<file path="src/include/tpf_defs.svh">
// Offsets, field positions, reset values and timing counts of the timer block.
// Function
// - Capture pin event sets capture flag.
// - Capture-as-top mode: flag set at top.
// - Executed vector clears its own flag.
// - Writing one clears a flag bit.
// - Compare B flag set tick after match.
// - Compare A flag set tick after match.
// - Forced compare strobe never sets flags.
// - Overflow flag point follows waveform mode.
// - One shared prescaler, separate clock selects.
// - Select 1 direct; taps 8/64/256/1024.
// - Prescaler free running, first tick 1..N+1.
// - Count pin sampled, then edge detected.
// - Synchroniser clocked on rising clock edge.
// - Select 7 rising, 6 falling edges.
// - Pin edge to update 2.5-3.5 clocks; the timer tick here comes 3 to 4 clocks after the pin edge.
// - External pulses never pass the prescaler.
// - Sync hold keeps prescaler reset asserted.
// - Clearing sync hold clears prescaler reset.
// - Prescaler reset bit self-clears otherwise.
// - Select 0 stops; 2..5 ascending taps.
`ifndef TPF_DEFS_SVH
`define TPF_DEFS_SVH

// ============================================================
// Register byte offsets
`define TPF_OFS_FLAGS 12'h000
`define TPF_OFS_GCTRL 12'h004
`define TPF_OFS_T0CTRL 12'h008
`define TPF_OFS_T1CTRL 12'h00c
`define TPF_OFS_STATUS 12'h010

// ============================================================
// Field positions
`define TPF_BIT_CAPTURE 7
`define TPF_BIT_CMP_B 5
`define TPF_BIT_CMP_A 4
`define TPF_BIT_OVF 3
`define TPF_FLAG_MASK 8'hb8
`define TPF_BIT_SYNC_HOLD 7
`define TPF_BIT_PSR 0
`define TPF_CS_LSB 0
`define TPF_WGM_LSB 4

// ============================================================
// Reset values
`define TPF_RST_FLAGS 8'h00
`define TPF_RST_GCTRL 8'h00
`define TPF_RST_TCTRL 8'h00

// ============================================================
// Clock select codes
`define TPF_CS_STOP 3'h0
`define TPF_CS_DIRECT 3'h1
`define TPF_CS_DIV8 3'h2
`define TPF_CS_DIV64 3'h3
`define TPF_CS_DIV256 3'h4
`define TPF_CS_DIV1024 3'h5
`define TPF_CS_EXT_FALL 3'h6
`define TPF_CS_EXT_RISE 3'h7

// ============================================================
// Prescaler taps as counter low-bit widths (divisor = 2**width)
`define TPF_TAP8_BITS 3
`define TPF_TAP64_BITS 6
`define TPF_TAP256_BITS 8
`define TPF_TAP1024_BITS 10

// ============================================================
// Waveform modes that matter to the flags
`define TPF_WGM_NORMAL 4'h0
`define TPF_WGM_CTC_OCRA 4'h4
`define TPF_WGM_CTC_ICR 4'hc
`define TPF_WGM_FPWM_ICR 4'he

`endif

</file>
<file path="src/include/tpf_pkg.sv">
// Types shared by the timer prescaler and event flag block.
package tpf_pkg;
	typedef logic [2:0] tpf_csel_type;
	typedef logic [3:0] tpf_wgm_type;
	typedef logic [7:0] tpf_byte_type;
endpackage

</file>
<file path="src/include/tpf_edge_if.sv">
// Edge pulses from a count pin synchroniser to the clock selector.
`timescale 1ns/10ps
interface tpf_edge_if;
	logic rise;
	logic fall;
	modport src (output rise, output fall);
	modport snk (input rise, input fall);
endinterface

</file>
<file path="src/hw/tpf_pin_edge.sv">
// Count pin synchroniser and edge detector.
`timescale 1ns/10ps
module tpf_pin_edge
(
	input wire logic core_clk,
	input wire logic rst_b,
	input wire logic count_pin,
	tpf_edge_if.src edge_o
);
	import tpf_pkg::*;

	logic meta_q;
	logic meta_d;
	logic sync_q;
	logic sync_d;
	logic prev_q;
	logic prev_d;
	logic rise_q;
	logic rise_d;
	logic fall_q;
	logic fall_d;

	// ============================================================
	// Synchroniser and edge detector
	// A flop replaces the transparent-high latch; the tick pulse follows the pin edge by 3 to 4 clocks.
	always_comb
	begin
		meta_d = count_pin;
		sync_d = meta_q;
		prev_d = sync_q;
		rise_d = sync_q & ~prev_q;
		fall_d = ~sync_q & prev_q;
	end

	always_ff @(posedge core_clk)
	begin
		if (!rst_b)
		begin
			meta_q <= 1'b0;
			sync_q <= 1'b0;
			prev_q <= 1'b0;
			rise_q <= 1'b0;
			fall_q <= 1'b0;
		end
		else
		begin
			meta_q <= meta_d;
			sync_q <= sync_d;
			prev_q <= prev_d;
			rise_q <= rise_d;
			fall_q <= fall_d;
		end
	end

	assign edge_o.rise = rise_q;
	assign edge_o.fall = fall_q;
endmodule // tpf_pin_edge

</file>
<file path="src/hw/tpf_top.sv">
// Shared prescaler, count pin clocking and timer event flags with APB.
`timescale 1ns/10ps
`include "tpf_defs.svh"
module tpf_top
#(
	parameter int PRESCALE_WIDTH = `TPF_TAP1024_BITS
)
(
	input wire logic core_clk,
	input wire logic rst_b,
	input wire logic psel,
	input wire logic penable,
	input wire logic pwrite,
	input wire logic [11:0] paddr,
	input wire logic [31:0] pwdata,
	output logic [31:0] prdata,
	output logic pready,
	output logic pslverr,
	input wire logic count_pin0,
	input wire logic count_pin1,
	input wire logic capture_evt,
	input wire logic top_reached,
	input wire logic match_a,
	input wire logic match_b,
	input wire logic force_a,
	input wire logic force_b,
	input wire logic overflow_evt,
	input wire logic mode_ovf_evt,
	input wire logic [3:0] vector_ack,
	output logic timer0_clock_pulse,
	output logic timer1_clock_pulse,
	output tpf_pkg::tpf_byte_type timer_flags,
	output tpf_pkg::tpf_wgm_type waveform_mode,
	output logic prescaler_held
);
	import tpf_pkg::*;

	if (PRESCALE_WIDTH < `TPF_TAP1024_BITS || PRESCALE_WIDTH > 16)
	begin : g_bad_width
		$error("PRESCALE_WIDTH must lie between the 1024 tap and 16");
	end

	// ============================================================
	// Count pin front ends, one per timer
	tpf_edge_if pin0_edges ();
	tpf_edge_if pin1_edges ();

	tpf_pin_edge u_pin0
	(
		.core_clk(core_clk),
		.rst_b(rst_b),
		.count_pin(count_pin0),
		.edge_o(pin0_edges.src)
	);

	tpf_pin_edge u_pin1
	(
		.core_clk(core_clk),
		.rst_b(rst_b),
		.count_pin(count_pin1),
		.edge_o(pin1_edges.src)
	);

	// ============================================================
	// Register state
	tpf_byte_type flags_q;
	tpf_byte_type flags_d;
	logic sync_hold_q;
	logic sync_hold_d;
	logic psr_q;
	logic psr_d;
	tpf_csel_type cs0_q;
	tpf_csel_type cs0_d;
	tpf_csel_type cs1_q;
	tpf_csel_type cs1_d;
	tpf_wgm_type wgm_q;
	tpf_wgm_type wgm_d;
	logic [PRESCALE_WIDTH-1:0] pre_q;
	logic [PRESCALE_WIDTH-1:0] pre_d;
	logic tick0_q;
	logic tick0_d;
	logic tick1_q;
	logic tick1_d;
	logic pend_a_q;
	logic pend_a_d;
	logic pend_b_q;
	logic pend_b_d;
	logic [31:0] prdata_q;
	logic [31:0] prdata_d;
	logic pready_q;
	logic pready_d;
	logic pslverr_q;
	logic pslverr_d;

	logic tap8;
	logic tap64;
	logic tap256;
	logic tap1024;
	logic setup_ph;
	logic wr_en;
	logic hit;
	logic wr_flags;
	logic wr_gctrl;
	logic [7:0] wbyte;
	logic [3:0] set_ev;
	logic [3:0] clr_ev;
	logic cap_top_mode;
	logic ovf_simple_mode;

	// ============================================================
	// Clock source selection
	function automatic logic pick_tick(input tpf_csel_type cs,
		input logic t8, input logic t64, input logic t256,
		input logic t1024, input logic rise, input logic fall);
		logic r;
		r = 1'b0;
		case (cs)
			`TPF_CS_STOP: r = 1'b0;
			`TPF_CS_DIRECT: r = 1'b1;
			`TPF_CS_DIV8: r = t8;
			`TPF_CS_DIV64: r = t64;
			`TPF_CS_DIV256: r = t256;
			`TPF_CS_DIV1024: r = t1024;
			`TPF_CS_EXT_FALL: r = fall;
			`TPF_CS_EXT_RISE: r = rise;
			default: r = 1'b0;
		endcase
		return r;
	endfunction

	// ============================================================
	// Prescaler and timer clock pulses
	always_comb
	begin
		tap8 = &pre_q[`TPF_TAP8_BITS-1:0];
		tap64 = &pre_q[`TPF_TAP64_BITS-1:0];
		tap256 = &pre_q[`TPF_TAP256_BITS-1:0];
		tap1024 = &pre_q[`TPF_TAP1024_BITS-1:0];
		// Free running; only the reset bit holds it.
		if (psr_q)
			pre_d = '0;
		else
			pre_d = pre_q + 1'b1;
		// Each timer has its own select on the same taps.
		tick0_d = pick_tick(cs0_q, tap8, tap64, tap256, tap1024,
			pin0_edges.snk.rise, pin0_edges.snk.fall);
		tick1_d = pick_tick(cs1_q, tap8, tap64, tap256, tap1024,
			pin1_edges.snk.rise, pin1_edges.snk.fall);
		// Edge pulses reach the counter without division.
		if (psr_q && cs0_q < `TPF_CS_EXT_FALL)
			tick0_d = 1'b0;
		if (psr_q && cs1_q < `TPF_CS_EXT_FALL)
			tick1_d = 1'b0;
	end

	always_ff @(posedge core_clk)
	begin
		if (!rst_b)
		begin
			pre_q <= '0;
			tick0_q <= 1'b0;
			tick1_q <= 1'b0;
		end
		else
		begin
			pre_q <= pre_d;
			tick0_q <= tick0_d;
			tick1_q <= tick1_d;
		end
	end

	// ============================================================
	// APB decode
	always_comb
	begin
		setup_ph = psel & ~penable;
		wr_en = psel & penable & pready_q & pwrite;
		wbyte = pwdata[7:0];
		hit = 1'b1;
		case (paddr)
			`TPF_OFS_FLAGS,
			`TPF_OFS_GCTRL,
			`TPF_OFS_T0CTRL,
			`TPF_OFS_T1CTRL,
			`TPF_OFS_STATUS: hit = 1'b1;
			default: hit = 1'b0;
		endcase
		wr_flags = wr_en & (paddr == `TPF_OFS_FLAGS);
		wr_gctrl = wr_en & (paddr == `TPF_OFS_GCTRL);
	end

	// ============================================================
	// Control registers
	always_comb
	begin
		sync_hold_d = sync_hold_q;
		psr_d = psr_q;
		cs0_d = cs0_q;
		cs1_d = cs1_q;
		wgm_d = wgm_q;
		// Without hold the reset bit lasts one cycle.
		if (!sync_hold_q)
			psr_d = 1'b0;
		if (wr_gctrl)
		begin
			sync_hold_d = wbyte[`TPF_BIT_SYNC_HOLD];
			if (wbyte[`TPF_BIT_SYNC_HOLD])
				psr_d = wbyte[`TPF_BIT_PSR];
			else if (sync_hold_q)
				psr_d = 1'b0;
			else
				psr_d = wbyte[`TPF_BIT_PSR];
		end
		if (wr_en && paddr == `TPF_OFS_T0CTRL)
			cs0_d = wbyte[`TPF_CS_LSB +: 3];
		if (wr_en && paddr == `TPF_OFS_T1CTRL)
		begin
			cs1_d = wbyte[`TPF_CS_LSB +: 3];
			wgm_d = wbyte[`TPF_WGM_LSB +: 4];
		end
	end

	always_ff @(posedge core_clk)
	begin
		if (!rst_b)
		begin
			sync_hold_q <= 1'(`TPF_RST_GCTRL >> `TPF_BIT_SYNC_HOLD);
			psr_q <= 1'b0;
			cs0_q <= `TPF_CS_STOP;
			cs1_q <= `TPF_CS_STOP;
			wgm_q <= `TPF_WGM_NORMAL;
		end
		else
		begin
			sync_hold_q <= sync_hold_d;
			psr_q <= psr_d;
			cs0_q <= cs0_d;
			cs1_q <= cs1_d;
			wgm_q <= wgm_d;
		end
	end

	// ============================================================
	// Event flags
	always_comb
	begin
		cap_top_mode = (wgm_q == `TPF_WGM_CTC_ICR) ||
			(wgm_q == `TPF_WGM_FPWM_ICR);
		ovf_simple_mode = (wgm_q == `TPF_WGM_NORMAL) ||
			(wgm_q == `TPF_WGM_CTC_OCRA) ||
			(wgm_q == `TPF_WGM_CTC_ICR);
		// A match is noted on one timer tick, flagged on the next.
		pend_a_d = pend_a_q;
		pend_b_d = pend_b_q;
		if (tick1_q)
		begin
			pend_a_d = match_a & ~force_a;
			pend_b_d = match_b & ~force_b;
		end
		set_ev[3] = cap_top_mode ? (tick1_q & top_reached)
			: capture_evt;
		set_ev[2] = tick1_q & pend_b_q;
		set_ev[1] = tick1_q & pend_a_q;
		set_ev[0] = ovf_simple_mode ? overflow_evt
			: mode_ovf_evt;
		clr_ev = vector_ack;
		if (wr_flags)
		begin
			clr_ev[3] = clr_ev[3] | wbyte[`TPF_BIT_CAPTURE];
			clr_ev[2] = clr_ev[2] | wbyte[`TPF_BIT_CMP_B];
			clr_ev[1] = clr_ev[1] | wbyte[`TPF_BIT_CMP_A];
			clr_ev[0] = clr_ev[0] | wbyte[`TPF_BIT_OVF];
		end
		// A set in the clearing cycle wins.
		flags_d = flags_q;
		flags_d[`TPF_BIT_CAPTURE] = set_ev[3] |
			(flags_q[`TPF_BIT_CAPTURE] & ~clr_ev[3]);
		flags_d[`TPF_BIT_CMP_B] = set_ev[2] |
			(flags_q[`TPF_BIT_CMP_B] & ~clr_ev[2]);
		flags_d[`TPF_BIT_CMP_A] = set_ev[1] |
			(flags_q[`TPF_BIT_CMP_A] & ~clr_ev[1]);
		flags_d[`TPF_BIT_OVF] = set_ev[0] |
			(flags_q[`TPF_BIT_OVF] & ~clr_ev[0]);
		flags_d = flags_d & `TPF_FLAG_MASK;
	end

	always_ff @(posedge core_clk)
	begin
		if (!rst_b)
		begin
			flags_q <= `TPF_RST_FLAGS;
			pend_a_q <= 1'b0;
			pend_b_q <= 1'b0;
		end
		else
		begin
			flags_q <= flags_d;
			pend_a_q <= pend_a_d;
			pend_b_q <= pend_b_d;
		end
	end

	// ============================================================
	// APB answer: one access cycle, read data prepared in setup
	always_comb
	begin
		pready_d = setup_ph;
		pslverr_d = setup_ph & ~hit;
		prdata_d = prdata_q;
		if (setup_ph)
		begin
			prdata_d = '0;
			case (paddr)
				`TPF_OFS_FLAGS: prdata_d[7:0] = flags_q;
				`TPF_OFS_GCTRL:
				begin
					prdata_d[`TPF_BIT_SYNC_HOLD] = sync_hold_q;
					prdata_d[`TPF_BIT_PSR] = psr_q;
				end
				`TPF_OFS_T0CTRL: prdata_d[2:0] = cs0_q;
				`TPF_OFS_T1CTRL:
				begin
					prdata_d[2:0] = cs1_q;
					prdata_d[7:4] = wgm_q;
				end
				`TPF_OFS_STATUS:
				begin
					prdata_d[PRESCALE_WIDTH-1:0] = pre_q;
					prdata_d[16] = psr_q;
				end
				default: prdata_d = '0;
			endcase
		end
	end

	always_ff @(posedge core_clk)
	begin
		if (!rst_b)
		begin
			prdata_q <= '0;
			pready_q <= 1'b0;
			pslverr_q <= 1'b0;
		end
		else
		begin
			prdata_q <= prdata_d;
			pready_q <= pready_d;
			pslverr_q <= pslverr_d;
		end
	end

	// ============================================================
	// Outputs
	assign prdata = prdata_q;
	assign pready = pready_q;
	assign pslverr = pslverr_q;
	assign timer0_clock_pulse = tick0_q;
	assign timer1_clock_pulse = tick1_q;
	assign timer_flags = flags_q;
	assign waveform_mode = wgm_q;
	assign prescaler_held = psr_q;
endmodule // tpf_top

</file>
<file path="config.mk">
export PLATFORM = sky130hd
export DESIGN_NAME = tpf_top
export DESIGN_NICKNAME = d
export VERILOG_FILES = /design/src/include/tpf_pkg.sv /design/src/include/tpf_edge_if.sv /design/src/hw/tpf_pin_edge.sv /design/src/hw/tpf_top.sv
export VERILOG_INCLUDE_DIRS = /design/src /design/src/include
export SDC_FILE = /design/constraint.sdc
export NUM_CORES = 1
export LEC_CHECK = 0
export BUFFER_PORTS_ARGS = -buffer_cell sky130_fd_sc_hd__buf_2
export CAP_MARGIN = 25
export CELL_PAD_IN_SITES_DETAIL_PLACEMENT = 1
export CELL_PAD_IN_SITES_GLOBAL_PLACEMENT = 1
export CORE_MARGIN = 2
export CORE_UTILIZATION = 34
export DETAILED_ROUTE_END_ITERATION = 7
export GPL_TIMING_DRIVEN = 0
export PLACE_DENSITY = 0.75
export SYNTH_ARGS = -nofsm -noshare
export SYNTH_HDL_FRONTEND = slang
export SYNTH_HIERARCHICAL = 1
export SYNTH_SLANG_ARGS = --single-unit
export TNS_END_PERCENT = 1
</file>
<file path="constraint.sdc">
create_clock -name core_clk -period 2.3 [get_ports core_clk]
set_input_delay 0.115 -clock core_clk [delete_from_list [all_inputs] [get_ports core_clk]]
set_output_delay 0.115 -clock core_clk [all_outputs]
set_load 0.01 [all_outputs]
</file>
==> metrics.cfg, run 1 <==
[clock_tree]
hold_buffers = 1
cts_buffer_depth = 2
clkLatencyLatePin_ps = 310
cts.sinks = 53
cts_buffers = 5
clk_pin_slew_ps = 100
post_cts_resize_count = 0
cts_setup_buffers = 0
htreeDepth = 2
cts_tree = yes
ctsRootBufferMaster = clkbuf_8

[die]
start_util_pct = 35.48
rows = 31
io_pins = 112
die_area_sq_um = 8367
die_w_um = 91.47
die_h_um = 91.47
core_sq_um = 7331

[sta]
tns_ps = 0
setup_violations = 0
drv_slew = 0
hold_violations = 0
rsz0062_at_grt = no
min_period_ps = 1739
fmax_mhz = 575.0
fin_crit_sh_pct = 75.62
tightest_slew_ps = 756.2
relSlewSlack_pct = 49.12
skew_ps = 4.430
worst_hold_slack_ps = 15.57

[route]
avgViaCountPerCell = 4.901
drc_errors = 0
wirelength_um = 7033
dr.pass1.iters = 4
routedWlPerCell_um = 14.53
drt_iter0_drc = 46
ant_nets = 0
vias = 2372

[setup_path]
path_max_fanout = 7
r2r-start = pre_q[0]
path_cells = buf_2 -> or4_4 -> or2_4 -> nor3_2 -> mux2i_1
slowest_stage = nor3_2
slowest_delay_ps = 640
cp-startpoint = paddr[9]
cp-end-kind = flip-flop
arrival_ps = 1980
required_ps = 2540
path_class = in -> reg
startpoint_type = input port

[yosys]
ys.flop_type = dfxtp_1
synth.top_cells.by_area = dfxtp_1 41%, buf_4 7.2%, nand2_1 5.9%
ys_warn_count = 6
synthXorXnorAreaFrac_pct = 2.357
ys_seq_area_share_pct = 40.79
synthDistinctLibCells = 49
synth_top_area_share_pct = 40.79
synth_top_family_by_area = simple AND/OR/NAND/NOR gates
synth-simple-area-share_pct = 24.00
synth.largest_area_cell = dfxtp_1
synth_area_sq_um = 2601
syn_inst = 291
synth_compound_area_share_pct = 13.04
synthAdderAreaFrac_pct = 0.9620
synth_edf_count = 0
ys_ff_latch = 53
muxShareOfSynthArea_pct = 8.802
syn_avg_cell_area_sq_um = 8.939
synthArstFlopShare_pct = 0

[layout]
diodes = 0
drive_gt1_share_pct = 30.65
areaGrowthSynthToFinish_pct = 24.77
fin_util_pct = 44.27
final_nets = 449
final_area_sq_um = 3246

[flow_run]
cap_violations = 0

[run_status]
outcome = completed

[placement]
place.port_buffers = 61
placed_cell_area_sq_um = 3120
gp_congestion = 0.8272
hpwl_um = 5594

[global_route]
grt_pass1_vias = 2325
grt_pass1_wl_um = 11410
grt_max_degree = 18
grt_overflow = 0
antenna_found_initial = 0
grt_usage_pct = 17.16

[pwr]
vdd_ir_drop_max_v = 0.0003547
p_leak_nw = 1.480
power_density_nw_per_um2 = 545.2

[hold_path]
min-delay-start = count_pin1
min_path_type = in -> reg

-- path summary, 6_finish.rpt --
| check | slack (ps) | end | depth (start not counted) |
|---|---|---|---|
| setup reg to reg | 580 | timer1_clock_pulse | 6 |
| setup / recovery | 560 | cs1_q[0] | 5 |
| hold reg to reg | 460 | prdata[2] | 2 |
| hold / removal | 20 | u_pin1/meta_q | 2 |
-- state kept, by name (all words and copies together) (netlist names), 3 cells and up --
| register | count |
|---|---|
| cs1_q | 3 |
| waveform_mode | 4 |
| prdata | 11 |
| cs0_q | 3 |
| timer_flags | 4 |
| pre_q | 10 |
-- cell usage after synthesis (all sizes together) (6+ instances only) --
cell type	number
and2	9
a21oi	8
xor2	7
inv	8
buf	27
clkbuf	8
nand3	8
dfxtp	53
o21ai	8
nand4	7
mux2i	15
mux2	7
nor2	16
nand2	41
and3b	6
-- per-layer routing --
metal | GRT usage [%] | vias up | part of all wire [%]
met5 | 0 | - | 0
met4 | 4.798 | 0 | 1.4
met3 | 3.568 | 8 | 6.2
met2 | 28.37 | 71 | 48
met1 | 22.57 | 1127 | 45
li1 | - | 1166 | -
-- final cells by class --
class / count / area [sq um]
buffer: 35 / 227.7
clock buffer: 5 / 68.82
clock inverter: 3 / 46.29
fill: 919 / 4085
inverter: 8 / 30.03
multi-input combinational: 219 / 1373
sequential: 53 / 1061
tap: 99 / 123.9
timing repair buffer: 62 / 315.3
-- placed cells by master (no fill, tap or decap), types with 7 or more instances in the layout --
cell / instances
nand2_1: 41
a21oi_1: 8
o21ai_0: 8
clkbuf_1: 8
mux2i_1: 15
buf_2: 63
nor2_1: 16
dfxtp_1: 53
nand3_1: 8
conb_1: 25
nand4_1: 7
xor2_1: 7
buf_4: 25
mux2_2: 7
inv_1: 8
-- critical path, delay by kind of cell --
kind          cells  cell delay [ps]
buf+inv           1               90
mux               1              270
simple gates      3             1490
-- report_power, final --
| part | internal, W | switching, W | total (W) |
|---|---|---|---|
| clock network | 0.000326 | 0.000316 | 0.000642 |
| registers | 0.000933 | 0.0000139 | 0.000947 |
| logic | 0.0000850 | 0.0000962 | 0.000181 |
| total | 0.00134 | 0.000426 | 0.00177 |
-- cells by family after synthesis --
| group | count (synthesis) |
|---|---|
| muxes | 22 |
| adders and majority gates | 2 |
| other | 1 |
| and+or+nand+nor | 114 |
| AOI/OAI and AO/OA | 49 |
| buffers and inverters | 43 |
| xor gates and xnor gates | 7 |
| DFF | 53 |
-- metrics by stage --
step,cells,total power [W],worst slack [ps]
3_3_place_gp,475,0.001142,254.9
2_1_floorplan,315,0.001078,511.8
4_1_cts,484,0.001789,547.9
5_1_grt,484,0.001844,463.3
6_report,484,0.001770,560.8
3_5_place_dp,475,0.001146,231.6
No activity file was read; power rests on OpenSTA's default activity.
==> inputs of run 2 (changes only) <==
Settings changed: ABC_AREA set to 1, CORE_UTILIZATION 34 to 29, PLACE_DENSITY 0.75 to 0.71.
Clock period 2.3 ns to 1.5 ns, I/O delays scaled along.
==> run 2 against run 1 <==
Against the previous run:
- die area rose by 16%
- hold slack got worse by 8.6 ps
- highest routed layer unchanged
- clock-buffer cell count rose by 1
- first-iteration DRC count rose by 80%
- critical path type is now reg -> reg
==> metrics.cfg, run 2 <==
[run_status]
outcome = completed

[global_route]
grt_overflow = 0
grt_usage_pct = 15.95
grt_pass1_wl_um = 12580
grt_pass1_vias = 2623
antenna_found_initial = 0
grt_max_degree = 17

[layout]
fillers = 1131
largest_reg_flops = 11
areaGrowthSynthToFinish_pct = 29.98
final_nets = 518
diodes = 0
fin_util_pct = 38.70
seqCellArea_sq_um = 1066
layout_commonest_cell = nand2_1
multi_input_area_sq_um = 1284
drive_gt1_share_pct = 29.96
final_area_sq_um = 3358
layout_common_cells = 72 x nand2_1, 64 x buf_2, 51 x dfxtp_1

[die]
rows = 34
io_pins = 112
die_h_um = 98.39
die_w_um = 98.39
die_area_sq_um = 9681
start_util_pct = 29.77
core_sq_um = 8678

[setup_path]
slowest_delay_ps = 360
cp-end-kind = flip-flop
reg2regPathDepth = 9
arrival_ps = 1660
path_cells = ha_2 -> nand3_2 -> nor2_4 -> inv_2 -> nor2_4 -> nand2_4 -> o21ai_2 -> o21ai_1 -> nor2_1
path_class = reg -> reg
path_max_fanout = 4
critPathMostFrequentCell = nor2_4
startpoint_type = flip-flop
required_ps = 1750
slowest_stage = dfxtp_4

[clock_tree]
cts_buffers = 5
clk_pin_slew_ps = 90
cts_tree = yes
htreeDepth = 2
cts.sinks = 53
clkLatencyLatePin_ps = 320
cts_buffer_depth = 2
ctsRootBufferMaster = clkbuf_8

[yosys]
synth.top_cells.by_area = dfxtp_1 41%, nand2_1 11%, buf_4 7.3%
syn_inst = 352
synth_edf_count = 0
ys.flop_type = dfxtp_1
yosys.cell_count.top_type = nand2_1
synth.largest_area_cell = dfxtp_1
synthDistinctLibCells = 32
ys_top_cells_by_count = 73 x nand2_1, 53 x dfxtp_1, 37 x a21oi_1, 37 x inv_1, 29 x nand3_1
syn_avg_cell_area_sq_um = 7.340
synth_top_area_share_pct = 41.07
synthArstFlopShare_pct = 0
ys_ff_latch = 53
ys_seq_area_share_pct = 41.07
ys_warn_count = 6
synth_area_sq_um = 2584

[pwr]
clkPwrFrac_pct = 37.5
pwr-share-comb_pct = 10.5
power_switching_w = 0.0006788
p_int_w = 0.002110
seqPwrFrac_pct = 52.0
vdd_ir_drop_max_v = 0.0003664
p_leak_nw = 1.573
switching_share_pct = 24.34
power_density_nw_per_um2 = 830.4

[route]
routedWlPerCell_um = 13.44
wirelength_um = 7556
vias = 2569
ant_nets = 0
dr.pass1.iters = 4
drt_iter0_drc = 83
drc_errors = 0
avgViaCountPerCell = 4.571

[sta]
relSlewSlack_pct = 63.02
setup_violations = 0
rsz0062_at_grt = yes
skew_ps = 9.651
min_period_ps = 1412
tightest_slew_ps = 554.7
drv_slew = 0
fin_crit_sh_pct = 94.15
fmax_mhz = 708.1
hold_violations = 0

[placement]
place.port_buffers = 62
placed_cell_area_sq_um = 3119
gp_congestion = 0.8113
hpwl_um = 5912

[flow_run]
cap_violations = 0

[hold_path]
whs_path_depth = 4
min_path_type = in -> reg

-- run 2: cell count changes in the layout (fill, tap and decap cells not counted), sizes merged, moves of 9 or more --
cell	previous run	this run
inv	8	41
nor2	16	36
a21oi	8	38
nand2	41	76
and2	9	0
nand3	8	29
mux2i	15	1
o21ai	8	27
-- run 2: path summary, 6_finish.rpt --
kind | slack (ps) | start | to
max | 90 | pre_q[0] | timer1_clock_pulse
min | 7 | force_a | pend_a_q
min reg2reg | 420 | u_pin0/prev_d | u_pin0/edge_o.fall
max reg2reg | 90 | pre_q[0] | timer1_clock_pulse
-- run 2: routing by layer --
layer	global-route usage (%)	share of wire [%]	vias up	wire length, um
li1	-	-	1292	-
met1	21.49	46	1202	3484
met2	26.06	48	69	3594
met3	3.937	5.4	6	406
met4	3.267	0.94	0	71
met5	0	0	-	0
-- run 2: timing repair --
action	4_1_cts	5_1_grt
setup buffers	1	2
setup endpoints to repair	7	8
endpoints found under the hold margin	4	0
gates resized for setup	8	6
pin swaps	1	2
hold buffers	5	0
-- run 2: kinds of logic (layout without fill, tap and decap cells) --
kind of cell,Yosys count,count (layout),share of synthesized area (%)
multiplexers,1,1,0.3874
adder cells (fa/ha/maj),2,2,0.9684
AND/OR/NAND/NOR,152,152,28.28
AO/OA/AOI/OAI,72,72,14.82
other,1,25,0.1451
flip-flops,53,53,41.07
buffers and inverters,71,149,14.33
-- run 2: final cells by class --
class	instances	share of cell area (%)
multi-input cells	252	38.23
flip-flops and latches	53	31.74
repair buffers	70	11.40
plain buffers	30	6.446
inverters	41	4.583
well taps	108	4.024
clock buffers	6	2.459
clock inverters	2	1.118
-- run 2: power groups by stage --
stage,combinational [W],sequential (W),clock (W)
final,0.000294,0.00145,0.00104
after global routing,0.000327,0.00145,0.00113
after CTS,0.000288,0.00145,0.00107
after detailed placement,0.000274,0.00148,0
after global placement,0.000267,0.00148,0
after floorplan,0.000165,0.00149,0
-- run 2: per-stage QoR --
step                      hold WS (ps)  power, W  setup TNS (ps)  setup slack [ps]  cells
after floorplan                  168.5  0.001650               0             205.6    376
after global placement           255.1  0.001749          -339.4            -75.23    546
after detailed placement         263.0  0.001758          -631.9            -136.9    546
after CTS                        1.600  0.002813               0             14.49    560
after global routing             18.66  0.002912          -28.23            -28.23    562
final                            6.936  0.002789               0             87.71    562
-- run 2: critical path, delay by kind of cell (launching register included) --
kind | cells | cell delay (ps)
flip-flops | 1 | 360
AO/OA/AOI/OAI | 2 | 190
buffers and inverters | 1 | 70
adder cells (fa/ha/maj) | 1 | 180
AND/OR/NAND/NOR | 5 | 550
==> inputs of run 3 (changes only) <==
Settings changed: PLACE_DENSITY 0.71 to unset, PLACE_DENSITY_LB_ADDON set to 0.15.
==> run 3 against run 2 <==
Against the previous run:
- sequential share of layout area is 0.41 points higher
- combinational power is 2% lower
- design area is 1.2% lower
- non-clock buffer count is 2 lower
- critical path depth stayed put
- global-route usage is 0.26 points higher
- die area stayed put
- largest cell class unchanged
- power is 6.4% lower
- wire length is 1.2% lower
==> metrics.cfg, run 3 (synthesis results as in run 2) <==
[run_status]
outcome = completed

[global_route]
grtUsageMet2_pct = 26.37
grt_pass1_vias = 2624
grt_usage_pct = 16.21
grt_overflow = 0
grt_max_degree = 17
antenna_found_initial = 0
busiest_layer = met2
use_met1_pct = 21.81
use_met3_pct = 3.221
grt_pass1_wl_um = 12640

[layout]
areaGrowthSynthToFinish_pct = 28.47
diodes = 0
layout_common_cells = 72 x nand2_1, 64 x buf_2, 50 x dfxtp_1
fin_util_pct = 38.25
fillers = 1138
largest_reg_flops = 11
final_nets = 516
drive_gt1_share_pct = 29.65
layout_commonest_cell = nand2_1

[route]
avgViaCountPerCell = 4.496
dr.pass1.iters = 4
drc_errors = 0
wirelength_um = 7463
vias = 2518
routedWlPerCell_um = 13.33
drt_iter0_drc = 82
ant_nets = 0

[clock_tree]
cts.sinks = 53
cts_buffers = 5
clkLatencyLatePin_ps = 310
htreeDepth = 2
cts_tree = yes
ctsRootBufferMaster = clkbuf_8
cts_buffer_depth = 2
clk_pin_slew_ps = 100

[pwr]
power_density_nw_per_um2 = 786.3
p_leak_nw = 1.541
vdd_ir_drop_max_v = 0.0003426

[sta]
min_period_ps = 1453
tightest_slew_ps = 549.7
fin_crit_sh_pct = 96.84
fmax_mhz = 688.4
skew_ps = 8.294
rsz0062_at_grt = yes
drv_slew = 0
worst_slack_ps = 47.40
worst_hold_slack_ps = 12.65
setup_violations = 0
hold_violations = 0
relSlewSlack_pct = 63.35

[die]
rows = 34
die_area_sq_um = 9681
die_w_um = 98.39
io_pins = 112
die_h_um = 98.39
start_util_pct = 29.77
core_sq_um = 8678

[placement]
hpwl_um = 5835
place.port_buffers = 62
post-place-ws_ps = -120.3
gp_congestion = 0.8169

[setup_path]
required_ps = 1740
cp-end-kind = flip-flop
path_class = reg -> reg
arrival_ps = 1700
startpoint_type = flip-flop
rrSetupSlack_ps = 50
path_max_fanout = 4

[hold_path]
min_path_type = in -> reg

[flow_run]
cap_violations = 0

-- run 3: area by class of cell --
type	count	area (sq um)	share of cell area, %
well taps	108	135.1	4.071
flip-flops and latches	53	1067	32.15
multi-input cells	252	1282	38.64
inverters	41	153.9	4.636
clock buffers	6	82.58	2.488
plain buffers	30	216.5	6.521
clock inverters	2	13.76	0.4146
repair buffers	68	367.9	11.08
-- run 3: critical path: stages (launching register included) --
cell and delay [ps]:
dfxtp_4 390, ha_4 160, nand3_4 100, nor2_4 140, inv_2 60, nor2_2 110
nand2_2 100, o21ai_1 140, o21ai_1 90, nor2_1 110
-- run 3: timing repair --
action                     in CTS  in global routing
setup endpoints to repair       9                  6
hold buffers                    5                  0
resized for setup               9                  4
hold endpoints to repair        4                  0
buffers inserted                1                  0
pin swaps                       2                  0
-- run 3: power by group --
part	internal [W]	leakage (nW)	total, W	switching [W]
clock network	0.000376	0.0512	0.000866	0.000491
registers	0.00143	0.432	0.00145	0.0000203
logic	0.000133	1.06	0.000289	0.000157
total	0.00194	1.54	0.00261	0.000667
-- run 3: final timing paths --
check | start | end | cells past startpoint
max | pre_q[0] | timer1_clock_pulse | 9
min | match_b | pend_b_q | 3
max reg2reg | pre_q[0] | timer1_clock_pulse | 9
min reg2reg | u_pin1/prev_d | u_pin1/edge_o.fall | 1
-- run 3: per-stage QoR --
stage          power [W]  instances  setup TNS [ps]  cell area (sq um)
6_report        0.002610        560               0               3319
3_3_place_gp    0.001751        546          -573.2               3119
3_5_place_dp    0.001756        546          -611.5               3119
5_1_grt         0.002761        560          -43.39               3319
2_1_floorplan   0.001650        376               0               2674
4_1_cts         0.002657        560               0               3311
-- run 3: metal layers --
metal	share of wire [%]	up-vias
met4	1.7	0
met2	46	70
met5	0	-
met1	47	1145
li1	-	1293
met3	5.5	10
